## config.mk

```make
export PLATFORM = sky130hd
export DESIGN_NAME = eight_bit_port_timer_mux
export DESIGN_NICKNAME = d
export VERILOG_FILES = /design/src/design/port_mux_pkg.sv /design/src/design/eight_bit_port_timer_mux.sv
export VERILOG_INCLUDE_DIRS = /design/src /design/src/design
export SDC_FILE = /design/constraint.sdc
export NUM_CORES = 1
export LEC_CHECK = 0
export BUFFER_PORTS_ARGS = -buffer_cell sky130_fd_sc_hd__buf_4
export CAP_MARGIN = 20
export CELL_PAD_IN_SITES_DETAIL_PLACEMENT = 1
export CELL_PAD_IN_SITES_GLOBAL_PLACEMENT = 2
export CORE_AREA = 5 5 124 126
export CTS_CLUSTER_DIAMETER = 100
export DETAILED_ROUTE_END_ITERATION = 16
export DIE_AREA = 0 0 129 131
export GPL_ROUTABILITY_DRIVEN = 0
export PLACE_DENSITY_LB_ADDON = 0.1
export SYNTH_ARGS = -nofsm -noshare
export SYNTH_HDL_FRONTEND = slang
export SYNTH_SLANG_ARGS = --single-unit
```

## constraint.sdc

```tcl
create_clock -name aclk -period 4.83 [get_ports aclk]
set_input_delay 0.2415 -clock aclk [delete_from_list [all_inputs] [get_ports aclk]]
set_output_delay 0.2415 -clock aclk [all_outputs]
set_load 0.1 [all_outputs]
```

## src/design/port_mux_params.svh

```systemverilog
// Constants for the eight-bit port shared with the timer pulse unit.
// Assumes a 32-bit AXI4-Lite bus with 20-bit byte addresses.
`ifndef PORT_MUX_PARAMS_SVH
`define PORT_MUX_PARAMS_SVH

// ----------------------------------------------------------------
// Register indices and byte addresses (byte address = 4 x index)
// ----------------------------------------------------------------
`define PM_ADDR_W        20
`define PM_DIR_IDX       18'h0FE88
`define PM_LATCH_IDX     18'h0FE8A
`define PM_DIR_ADDR      {`PM_DIR_IDX, 2'b00}
`define PM_LATCH_ADDR    {`PM_LATCH_IDX, 2'b00}

// ----------------------------------------------------------------
// Widths, reset values and fixed read values
// ----------------------------------------------------------------
`define PM_PORT_W        8
`define PM_DIR_RESET     8'h00
`define PM_LATCH_RESET   8'h00
`define PM_DIR_READ      8'hFF
`define PM_DATA_W        32
`define PM_STRB_W        4

`endif

```

## src/design/port_mux_pkg.sv

```systemverilog
// Types shared by the port block and its bench.
// Assumes the constants header is compiled alongside.
package port_mux_pkg;

  // ----------------------------------------------------------------
  // Bus answer codes
  // ----------------------------------------------------------------
  typedef enum logic [1:0] {
    RESP_OKAY   = 2'b00,
    RESP_SLVERR = 2'b10
  } axi_resp_t;

  // ----------------------------------------------------------------
  // Register selected by an address
  // ----------------------------------------------------------------
  typedef enum logic [1:0] {
    SEL_NONE  = 2'b00,
    SEL_DIR   = 2'b01,
    SEL_LATCH = 2'b10
  } reg_sel_t;

endpackage

```

## src/design/eight_bit_port_timer_mux.sv

```systemverilog
// Eight-bit general purpose port whose pins are shared with timer channels.
// Assumes one 50 MHz clock, pins synchronous to it, an AXI4-Lite master,
// and a timer pulse unit that supplies per-pin compare and capture selects.
//
// Decided for this implementation: register access over AXI4-Lite.
`include "port_mux_params.svh"

module eight_bit_port_timer_mux
  import port_mux_pkg::*;
(
  // Clock and reset
  input  wire logic                    aclk,
  input  wire logic                    aresetn,
  // Power state
  input  wire logic                    hw_standby,
  input  wire logic                    soft_standby,
  // AXI4-Lite write address and data
  input  wire logic [`PM_ADDR_W-1:0]   awaddr,
  input  wire logic [2:0]              awprot,
  input  wire logic                    awvalid,
  output logic                         awready,
  input  wire logic [`PM_DATA_W-1:0]   wdata,
  input  wire logic [`PM_STRB_W-1:0]   wstrb,
  input  wire logic                    wvalid,
  output logic                         wready,
  // AXI4-Lite write response
  output logic [1:0]                   bresp,
  output logic                         bvalid,
  input  wire logic                    bready,
  // AXI4-Lite read
  input  wire logic [`PM_ADDR_W-1:0]   araddr,
  input  wire logic [2:0]              arprot,
  input  wire logic                    arvalid,
  output logic                         arready,
  output logic [`PM_DATA_W-1:0]        rdata,
  output logic [1:0]                   rresp,
  output logic                         rvalid,
  input  wire logic                    rready,
  // Port pins, bit 0-3 timer_a_capcomp_pin, 4-5 timer_b, 6-7 timer_c
  input  wire logic [`PM_PORT_W-1:0]   pin_in,
  output logic [`PM_PORT_W-1:0]        pin_out,
  output logic [`PM_PORT_W-1:0]        pin_oe,
  // Timer pulse unit side, one bit per pin
  input  wire logic [`PM_PORT_W-1:0]   oc_enable,
  input  wire logic [`PM_PORT_W-1:0]   oc_level,
  input  wire logic [`PM_PORT_W-1:0]   capture_select,
  output logic [`PM_PORT_W-1:0]        capture_in
);

  // ----------------------------------------------------------------
  // Declarations
  // ----------------------------------------------------------------
  logic [`PM_PORT_W-1:0]  pin_direction;
  logic [`PM_PORT_W-1:0]  pin_data_latch;
  logic [`PM_PORT_W-1:0]  oc_active;
  logic [`PM_PORT_W-1:0]  cap_active;
  logic [`PM_PORT_W-1:0]  port_read;
  logic [`PM_ADDR_W-1:0]  aw_addr_held;
  logic [`PM_DATA_W-1:0]  w_data_held;
  logic [`PM_STRB_W-1:0]  w_strb_held;
  logic                   aw_held;
  logic                   w_held;
  logic                   aw_hs;
  logic                   w_hs;
  logic                   ar_hs;
  logic                   have_aw;
  logic                   have_w;
  logic                   do_write;
  logic [`PM_ADDR_W-1:0]  wr_addr;
  logic [`PM_DATA_W-1:0]  wr_data;
  logic [`PM_STRB_W-1:0]  wr_strb;
  reg_sel_t               wr_sel;
  reg_sel_t               rd_sel;
  logic                   next_aw_held;
  logic                   next_w_held;
  logic                   next_bvalid;
  logic                   next_rvalid;

  // Address decode, shared by the read and write paths
  function automatic reg_sel_t decode(input logic [`PM_ADDR_W-1:0] addr);
    if (addr == `PM_DIR_ADDR) begin
      return SEL_DIR;
    end else if (addr == `PM_LATCH_ADDR) begin
      return SEL_LATCH;
    end else begin
      return SEL_NONE;
    end
  endfunction

  // ----------------------------------------------------------------
  // Timer function selection
  // ----------------------------------------------------------------
  // software standby drops timer use
  assign oc_active  = soft_standby ? '0 : oc_enable;
  assign cap_active = soft_standby ? '0 : capture_select;

  // Value seen by software on a data read; per-pin source
  // output not under compare reads latch
  assign port_read = (pin_direction & ~oc_active & pin_data_latch)
                   | ((~pin_direction | oc_active) & pin_in);

  // ----------------------------------------------------------------
  // Write channel handshakes
  // ----------------------------------------------------------------
  // Address and data may arrive in either order; each is parked
  assign aw_hs        = awvalid & awready;
  assign w_hs         = wvalid & wready;
  assign have_aw      = aw_held | aw_hs;
  assign have_w       = w_held | w_hs;
  assign do_write     = have_aw & have_w;
  assign wr_addr      = aw_held ? aw_addr_held : awaddr;
  assign wr_data      = w_held ? w_data_held : wdata;
  assign wr_strb      = w_held ? w_strb_held : wstrb;
  assign wr_sel       = decode(wr_addr);
  assign next_aw_held = have_aw & ~do_write;
  assign next_w_held  = have_w & ~do_write;
  assign next_bvalid  = do_write | (bvalid & ~bready);

  // Parked write address and data
  always_ff @(posedge aclk) begin
    if (!aresetn) begin
      aw_held      <= 1'b0;
      w_held       <= 1'b0;
      aw_addr_held <= '0;
      w_data_held  <= '0;
      w_strb_held  <= '0;
    end else begin
      aw_held <= next_aw_held;
      w_held  <= next_w_held;
      if (aw_hs) begin
        aw_addr_held <= awaddr;
      end
      if (w_hs) begin
        w_data_held <= wdata;
        w_strb_held <= wstrb;
      end
    end
  end

  // Ready stays low while a response waits, so one write at a time
  always_ff @(posedge aclk) begin
    if (!aresetn) begin
      awready <= 1'b0;
      wready  <= 1'b0;
      bvalid  <= 1'b0;
      bresp   <= RESP_OKAY;
    end else begin
      awready <= ~next_aw_held & ~next_bvalid;
      wready  <= ~next_w_held & ~next_bvalid;
      bvalid  <= next_bvalid;
      if (do_write) begin
        bresp <= (wr_sel == SEL_NONE) ? RESP_SLVERR : RESP_OKAY;
      end
    end
  end

  // ----------------------------------------------------------------
  // Port registers
  // ----------------------------------------------------------------
  // direction clears on reset or hardware standby
  always_ff @(posedge aclk) begin
    if (!aresetn || hw_standby) begin
      pin_direction <= `PM_DIR_RESET;
    end else if (do_write && wr_sel == SEL_DIR && wr_strb[0]) begin
      pin_direction <= wr_data[`PM_PORT_W-1:0];
    end
  end

  // latch clears on reset or hardware standby
  always_ff @(posedge aclk) begin
    if (!aresetn || hw_standby) begin
      pin_data_latch <= `PM_LATCH_RESET;
    end else if (do_write && wr_sel == SEL_LATCH && wr_strb[0]) begin
      pin_data_latch <= wr_data[`PM_PORT_W-1:0];
    end
  end

  // ----------------------------------------------------------------
  // Read channel
  // ----------------------------------------------------------------
  assign ar_hs       = arvalid & arready;
  assign rd_sel      = decode(araddr);
  assign next_rvalid = ar_hs | (rvalid & ~rready);

  // Data is captured at the address handshake and held until taken
  always_ff @(posedge aclk) begin
    if (!aresetn) begin
      arready <= 1'b0;
      rvalid  <= 1'b0;
      rdata   <= '0;
      rresp   <= RESP_OKAY;
    end else begin
      arready <= ~next_rvalid;
      rvalid  <= next_rvalid;
      if (ar_hs) begin
        case (rd_sel)
          SEL_DIR: begin
            rdata <= {24'h000000, `PM_DIR_READ};
            rresp <= RESP_OKAY;
          end
          SEL_LATCH: begin
            rdata <= {24'h000000, port_read};
            rresp <= RESP_OKAY;
          end
          default: begin
            rdata <= '0;
            rresp <= RESP_SLVERR;
          end
        endcase
      end
    end
  end

  // ----------------------------------------------------------------
  // Pin and timer drive
  // ----------------------------------------------------------------
  // One register stage on every pin; the pin lags a write by a cycle
  // compare overrides direction
  always_ff @(posedge aclk) begin
    if (!aresetn) begin
      pin_out    <= '0;
      pin_oe     <= '0;
      capture_in <= '0;
    end else begin
      pin_oe     <= pin_direction | oc_active;
      pin_out    <= (oc_active & oc_level) | (~oc_active & pin_data_latch);
      capture_in <= cap_active
                  & ((pin_direction & pin_data_latch) | (~pin_direction & pin_in));
    end
  end
endmodule

```

# Word level (Yosys, flattened, before mapping)
# Cells that the tools add are included.
dict set report totals {
  input_bits 123
  reg_bits 112
}
dict set report classes {
  muxes 12
  n_eq_ne 8
  bitwise_logic 36
  n_reduce_logical 8
}
# cell count
set ops {}
lappend ops {{$eq A20 B18 Y1 const B} 4}
lappend ops {{$and A8 B8 Y8} 8}
lappend ops {{$or A8 B8 Y8} 5}
lappend ops {{$mux W8} 3}
lappend ops {{$mux W20} 1}
lappend ops {{$not A8 Y8} 2}
lappend ops {{$pmux W8 S2} 1}
lappend ops {{$mux W2} 6}
lappend ops {{$and A1 B1 Y1} 10}
lappend ops {{$not A1 Y1} 7}
lappend ops {{$eq A2 B1 Y1 const B} 2}
lappend ops {{$eq A2 B2 Y1 const B} 2}
lappend ops {{$logic_and A1 B1 Y1} 4}
lappend ops {{$or A1 B1 Y1} 4}
lappend ops {{$logic_not A2 Y1} 1}
lappend ops {{$reduce_or A2 Y1} 1}
lappend ops {{$logic_not A1 Y1} 1}
lappend ops {{$logic_or A1 B1 Y1} 1}
lappend ops {{$mux W1} 1}

# Logic depth before layout (Yosys ltp)
dict set report logic_depth {
  word_depth 7
  mapped_depth 6
  ltp_nobuf 4
}

# Worst setup path after synthesis
# Ideal clock, no wire load.
dict set report synth_path {
  path_kind {reg2reg}
  from {register awready}
  to {register pin_data_latch[0]}
  stages_incl_launch_ff 5
  period_less_slack_ns 2.044
  arrival_time_ns 1.904
  slack_ns 2.786
  t_required_ns 4.690
  n_path_buf 0
  setup_ns 0.140
  path_cell_list {dfxtp_1 > a21oi_1 > a211oi_1 > o221ai_2 > mux2i_1}
}
dict set report synth_via {
  elab_chain_cells 5
}
# element line
set synth_rtl {}
lappend synth_rtl {{start, declared} eight_bit_port_timer_mux.sv:21} ;# output logic awready,
lappend synth_rtl {{start signal, assigned} eight_bit_port_timer_mux.sv:148} ;# awready <= ~next_aw_held & ~next_bvalid;
lappend synth_rtl {{$and A1 B1 Y1} eight_bit_port_timer_mux.sv:106} ;# assign aw_hs = awvalid & awready;
lappend synth_rtl {{$or A1 B1 Y1} eight_bit_port_timer_mux.sv:108} ;# assign have_aw = aw_held | aw_hs;
lappend synth_rtl {{$and A1 B1 Y1} eight_bit_port_timer_mux.sv:110} ;# assign do_write = have_aw & have_w;
lappend synth_rtl {{$logic_and A1 B1 Y1 (2 in series)} eight_bit_port_timer_mux.sv:173} ;# end else if (do_write && wr_sel == SEL_LATCH && wr_strb[0]) begin
lappend synth_rtl {{end signal, assigned} eight_bit_port_timer_mux.sv:172} ;# pin_data_latch <= `PM_LATCH_RESET;
lappend synth_rtl {{end signal, assigned} eight_bit_port_timer_mux.sv:174} ;# pin_data_latch <= wr_data[`PM_PORT_W-1:0];
lappend synth_rtl {{end, declared} eight_bit_port_timer_mux.sv:54} ;# logic [`PM_PORT_W-1:0] pin_data_latch;
# Every way passes these cells.
# A chain may end at the register's enable or synchronous reset.

# Final worst setup path
dict set report layout_path {
  from {register aw_addr_held[4]}
  to {register pin_direction[3]}
}
dict set report layout_via {
  elab_chain_cells 7
  word_cells_on_any_way 8
}
# element line
set layout_rtl {}
lappend layout_rtl {{start, declared} eight_bit_port_timer_mux.sv:58} ;# logic [`PM_ADDR_W-1:0] aw_addr_held;
lappend layout_rtl {{start signal, assigned} eight_bit_port_timer_mux.sv:131} ;# aw_addr_held <= awaddr;
lappend layout_rtl {{$mux W20 (*)} eight_bit_port_timer_mux.sv:111} ;# assign wr_addr = aw_held ? aw_addr_held : awaddr;
lappend layout_rtl {{$eq A20 B18 Y1 (no source line)} n/a}
lappend layout_rtl {{$mux W2} eight_bit_port_timer_mux.sv:83} ;# end else if (addr == `PM_LATCH_ADDR) begin
lappend layout_rtl {{$mux W2 (*)} eight_bit_port_timer_mux.sv:81} ;# if (addr == `PM_DIR_ADDR) begin
lappend layout_rtl {{$eq A2 B1 Y1 (*)} eight_bit_port_timer_mux.sv:164} ;# end else if (do_write && wr_sel == SEL_DIR && wr_strb[0]) begin
lappend layout_rtl {{$logic_and A1 B1 Y1 (*) (2 in series)} eight_bit_port_timer_mux.sv:164}
lappend layout_rtl {{end signal, assigned} eight_bit_port_timer_mux.sv:163} ;# pin_direction <= `PM_DIR_RESET;
lappend layout_rtl {{end signal, assigned} eight_bit_port_timer_mux.sv:165} ;# pin_direction <= wr_data[`PM_PORT_W-1:0];
lappend layout_rtl {{end, declared} eight_bit_port_timer_mux.sv:53} ;# logic [`PM_PORT_W-1:0] pin_direction;
# Every way passes the cells marked *; elsewhere a longest branch is shown, timed or not.

==> results.md <==
- Largest net degree at the start of global routing: 64
- Max clock buf depth: 2
- Seq. cell area: 0.00172 mm2
- Vert. Die Dim: 131 um
- Worst Hold Class: input pin to register
- Setup TNS: 0 ns
- Worst-Margin Slew: between 0.8 and 0.9 ns
- Crit path DAT: between 2 and 2.5 ns
- Dpl ws: 2.63 ns
- Starting Density: 0.274
- Vias: 3272
- Max-Cap Viols: 0
- RSZ-0062 raised after global routing: false
- Clock skew: ~0.0068 ns
- Peak supply drop: about 0.14 mV
- Req. time, crit path: 5.09 ns
- Fillers: approximately 1700
- Clock network power share: 0.397
- Initial DRC Count: 93
- Total CTS buffers: 9
- Flop pwr share: 0.415
- Core Area: about 0.014 mm2
- Slew Limit Fails: 0
- DIE WIDTH: about 130 um
- Aggregate routed wire length: approximately 12 mm
- Post-synth top area share: 0.442
- PnR worst setup slack: around 2.8 ns
- Port bufs: approximately 130
- Critical Path Sink Type: register
- # rows: 44
- H-tree depth: 3
- Sw frac: 0.302
- Multi-input logic area: slightly below 0.002 mm2
- Tcrit/Tclk final: 0.420
- Gr ovfl total: 0
- Leakage power: 2.15 nW
- Clock transition at path regs: approximately 0.060 ns
- Fin nets: between 600 and 700
- First-pass DRT Iterations: 4
- Fin cells: around 740
- CTS tree: built
- Final Hold Fails: 0
- Root Driver: clkbuf_16
- Sequential area share after synthesis: 0.442
- Routed Antenna Nets: 0
- Syn avg cell area: roughly 9 um2
- Finish-stage setup viols: 0
- DP Cell Count: between 700 and 800
- Internal power: 0.00126 W
- Outcome: finished clean
- Power density over cell area: roughly 350 mW/mm2
- Fin area: approximately 0.0052 mm2
- F_max: between 400 and 500 MHz
- Commonest non-fill, non-tap cell in the layout: buf_4
- Area Growth Syn to Fin: 33.8%
- DP Wirelength: approximately 8.8 mm
- Synth top area cells: dfxtp_1 (44%), nand2_1 (10%), mux2i_1 (8.5%)
- Post-Syn Instances: 429
- Buffer count from post-CTS setup fixing: 0
- DIE AREA: between 0.015 and 0.02 mm2
- Layout cells sized above 1: 0.292
- Hold_ws: 0.120 ns
- Most frequent cells in the layout: buf_4 (128), nand2_1 (104), dfxtp_1 (86)
- Logic gate share of total power: 0.188
- Critical path launch point type: register
- Diode count: 0
- Number of global-route vias before repair: about 3400
- Post-cts sizing count: 0
- Synthesis Warnings: 0
- Area of placed instances: ~0.0049 mm2
- Area leader, netlist: dfxtp_1
- # IOs: ~190
- First-pass GRT wire length: roughly 18 mm
- Fin crit period: between 2 and 2.5 ns
- Max_slew headroom: 0.398
- Synthesized cell area: 0.00389 mm2
- GRT Total Usage: 0.134
- Net Switching: approximately 0.00055 W
- Yosys cell types: slightly above 40
- Crit Path Max Fanout: 8
- Detail-routed net length per standard cell: ~16 um
- Synthesized flop and latch total: 86
- Vias/cell: 4.45
- Worst skew pair latency: approximately 0.34 ns
- Cts hold-fix bufs: 0
- Initial antenna violation count: 0
- CTS Sinks: between 80 and 90
- Post-route DRC: 0
- Worst Setup Path Type: register to register
kinds of logic (layout without fill, tap and decap cells):
kind of cell,after synthesis,after routing,share of synthesized area
buffers and inverters,56,153,0.0810
AOI/OAI and AO/OA,72,72,0.142
DFF,86,86,0.442
muxes,42,42,0.111
and+or+nand+nor,172,172,0.223
other,1,26,0.000963
state kept, by name, indices dropped and copies added, names as in the netlist:
| name | cells |
|---|---|
| arready | 1 |
| aw_addr_held | 20 |
| aw_held | 1 |
| awready | 1 |
| bresp | 1 |
| bvalid | 1 |
| capture_in | 8 |
| pin_data_latch | 8 |
| pin_direction | 8 |
| pin_oe | 8 |
| pin_out | 8 |
| rdata | 8 |
| rresp | 1 |
| rvalid | 1 |
| w_data_held | 8 |
| w_held | 1 |
| w_strb_held | 1 |
| wready | 1 |
final cells by class:
class	instances	share of cell area
inverter	9	0.00648
sequential	86	0.330
timing repair buffer	128	0.184
tap	184	0.0442
multi-input combinational	312	0.375
clock buffer	11	0.0485
clock inverter	5	0.0110
stage by stage:
step	total power, W	utilization
floorplan	0.00102	-
global placement	0.00111	0.345
detailed placement	0.00111	0.345
CTS	0.00184	0.367
global route	0.00188	0.367
finish	0.00180	0.367
cell usage after synthesis (all sizes together):
library cell,number
nand2,104
dfxtp,86
a21boi,38
mux2i,33
buf,27
clkbuf,20
nor2b,19
nor2,11
inv,9
mux2,9
o21a,9
a311o,8
nand3b,8
o21ai,8
nand2b,4
nor4,4
nand3,3
nand4b,3
a211oi,2
a21oi,2
and2,2
nor3,2
o221a,2
o221ai,2
or4,2
or4b,2
and3,1
and3b,1
and4,1
and4b,1
conb,1
nand4,1
nand4bb,1
nor3b,1
nor4b,1
o211a,1
metal layers:
layer,part of all wire,up-vias,track usage
li1,-,1647,-
met1,0.49,1505,0.186
met2,0.43,109,0.206
met3,0.065,11,0.0301
met4,0.014,0,0.0463
met5,0,-,0
power groups by stage:
| stage | sequential, W | clock, W | combinational (W) |
|---|---|---|---|
| 3_5_place_dp | 0.000765 | 0 | 0.000343 |
| 4_1_cts | 0.000749 | 0.000746 | 0.000344 |
| 5_1_grt | 0.000752 | 0.000770 | 0.000361 |
| 3_3_place_gp | 0.000764 | 0 | 0.000341 |
| 2_1_floorplan | 0.000836 | 0 | 0.000183 |
| 6_report | 0.000749 | 0.000716 | 0.000340 |
final timing paths:
| kind | start | to | slack, ns | depth (start not counted) |
|---|---|---|---|---|
| worst min-delay path | capture_select[4] | capture_in[4]$_SDFF_PN0_ | 0.12 | 3 |
| worst max register to register | aw_addr_held[4]$_SDFFE_PN0P_ | pin_direction[3]$_SDFFE_PP0P_ | 2.80 | 4 |
| worst min register to register | aw_addr_held[19]$_SDFFE_PN0P_ | aw_addr_held[19]$_SDFFE_PN0P_ | 0.46 | 2 |
| worst max-delay path | aw_addr_held[4]$_SDFFE_PN0P_ | pin_direction[3]$_SDFFE_PP0P_ | 2.80 | 4 |
critical path, stage by stage (launching register included):
cell,delay [ns]
dfxtp_1,0.31
or4b_1,0.60
nor4_4,0.37
o221a_2,0.44
mux2i_1,0.23
Note: power is estimated with default switching activity, not from simulation.
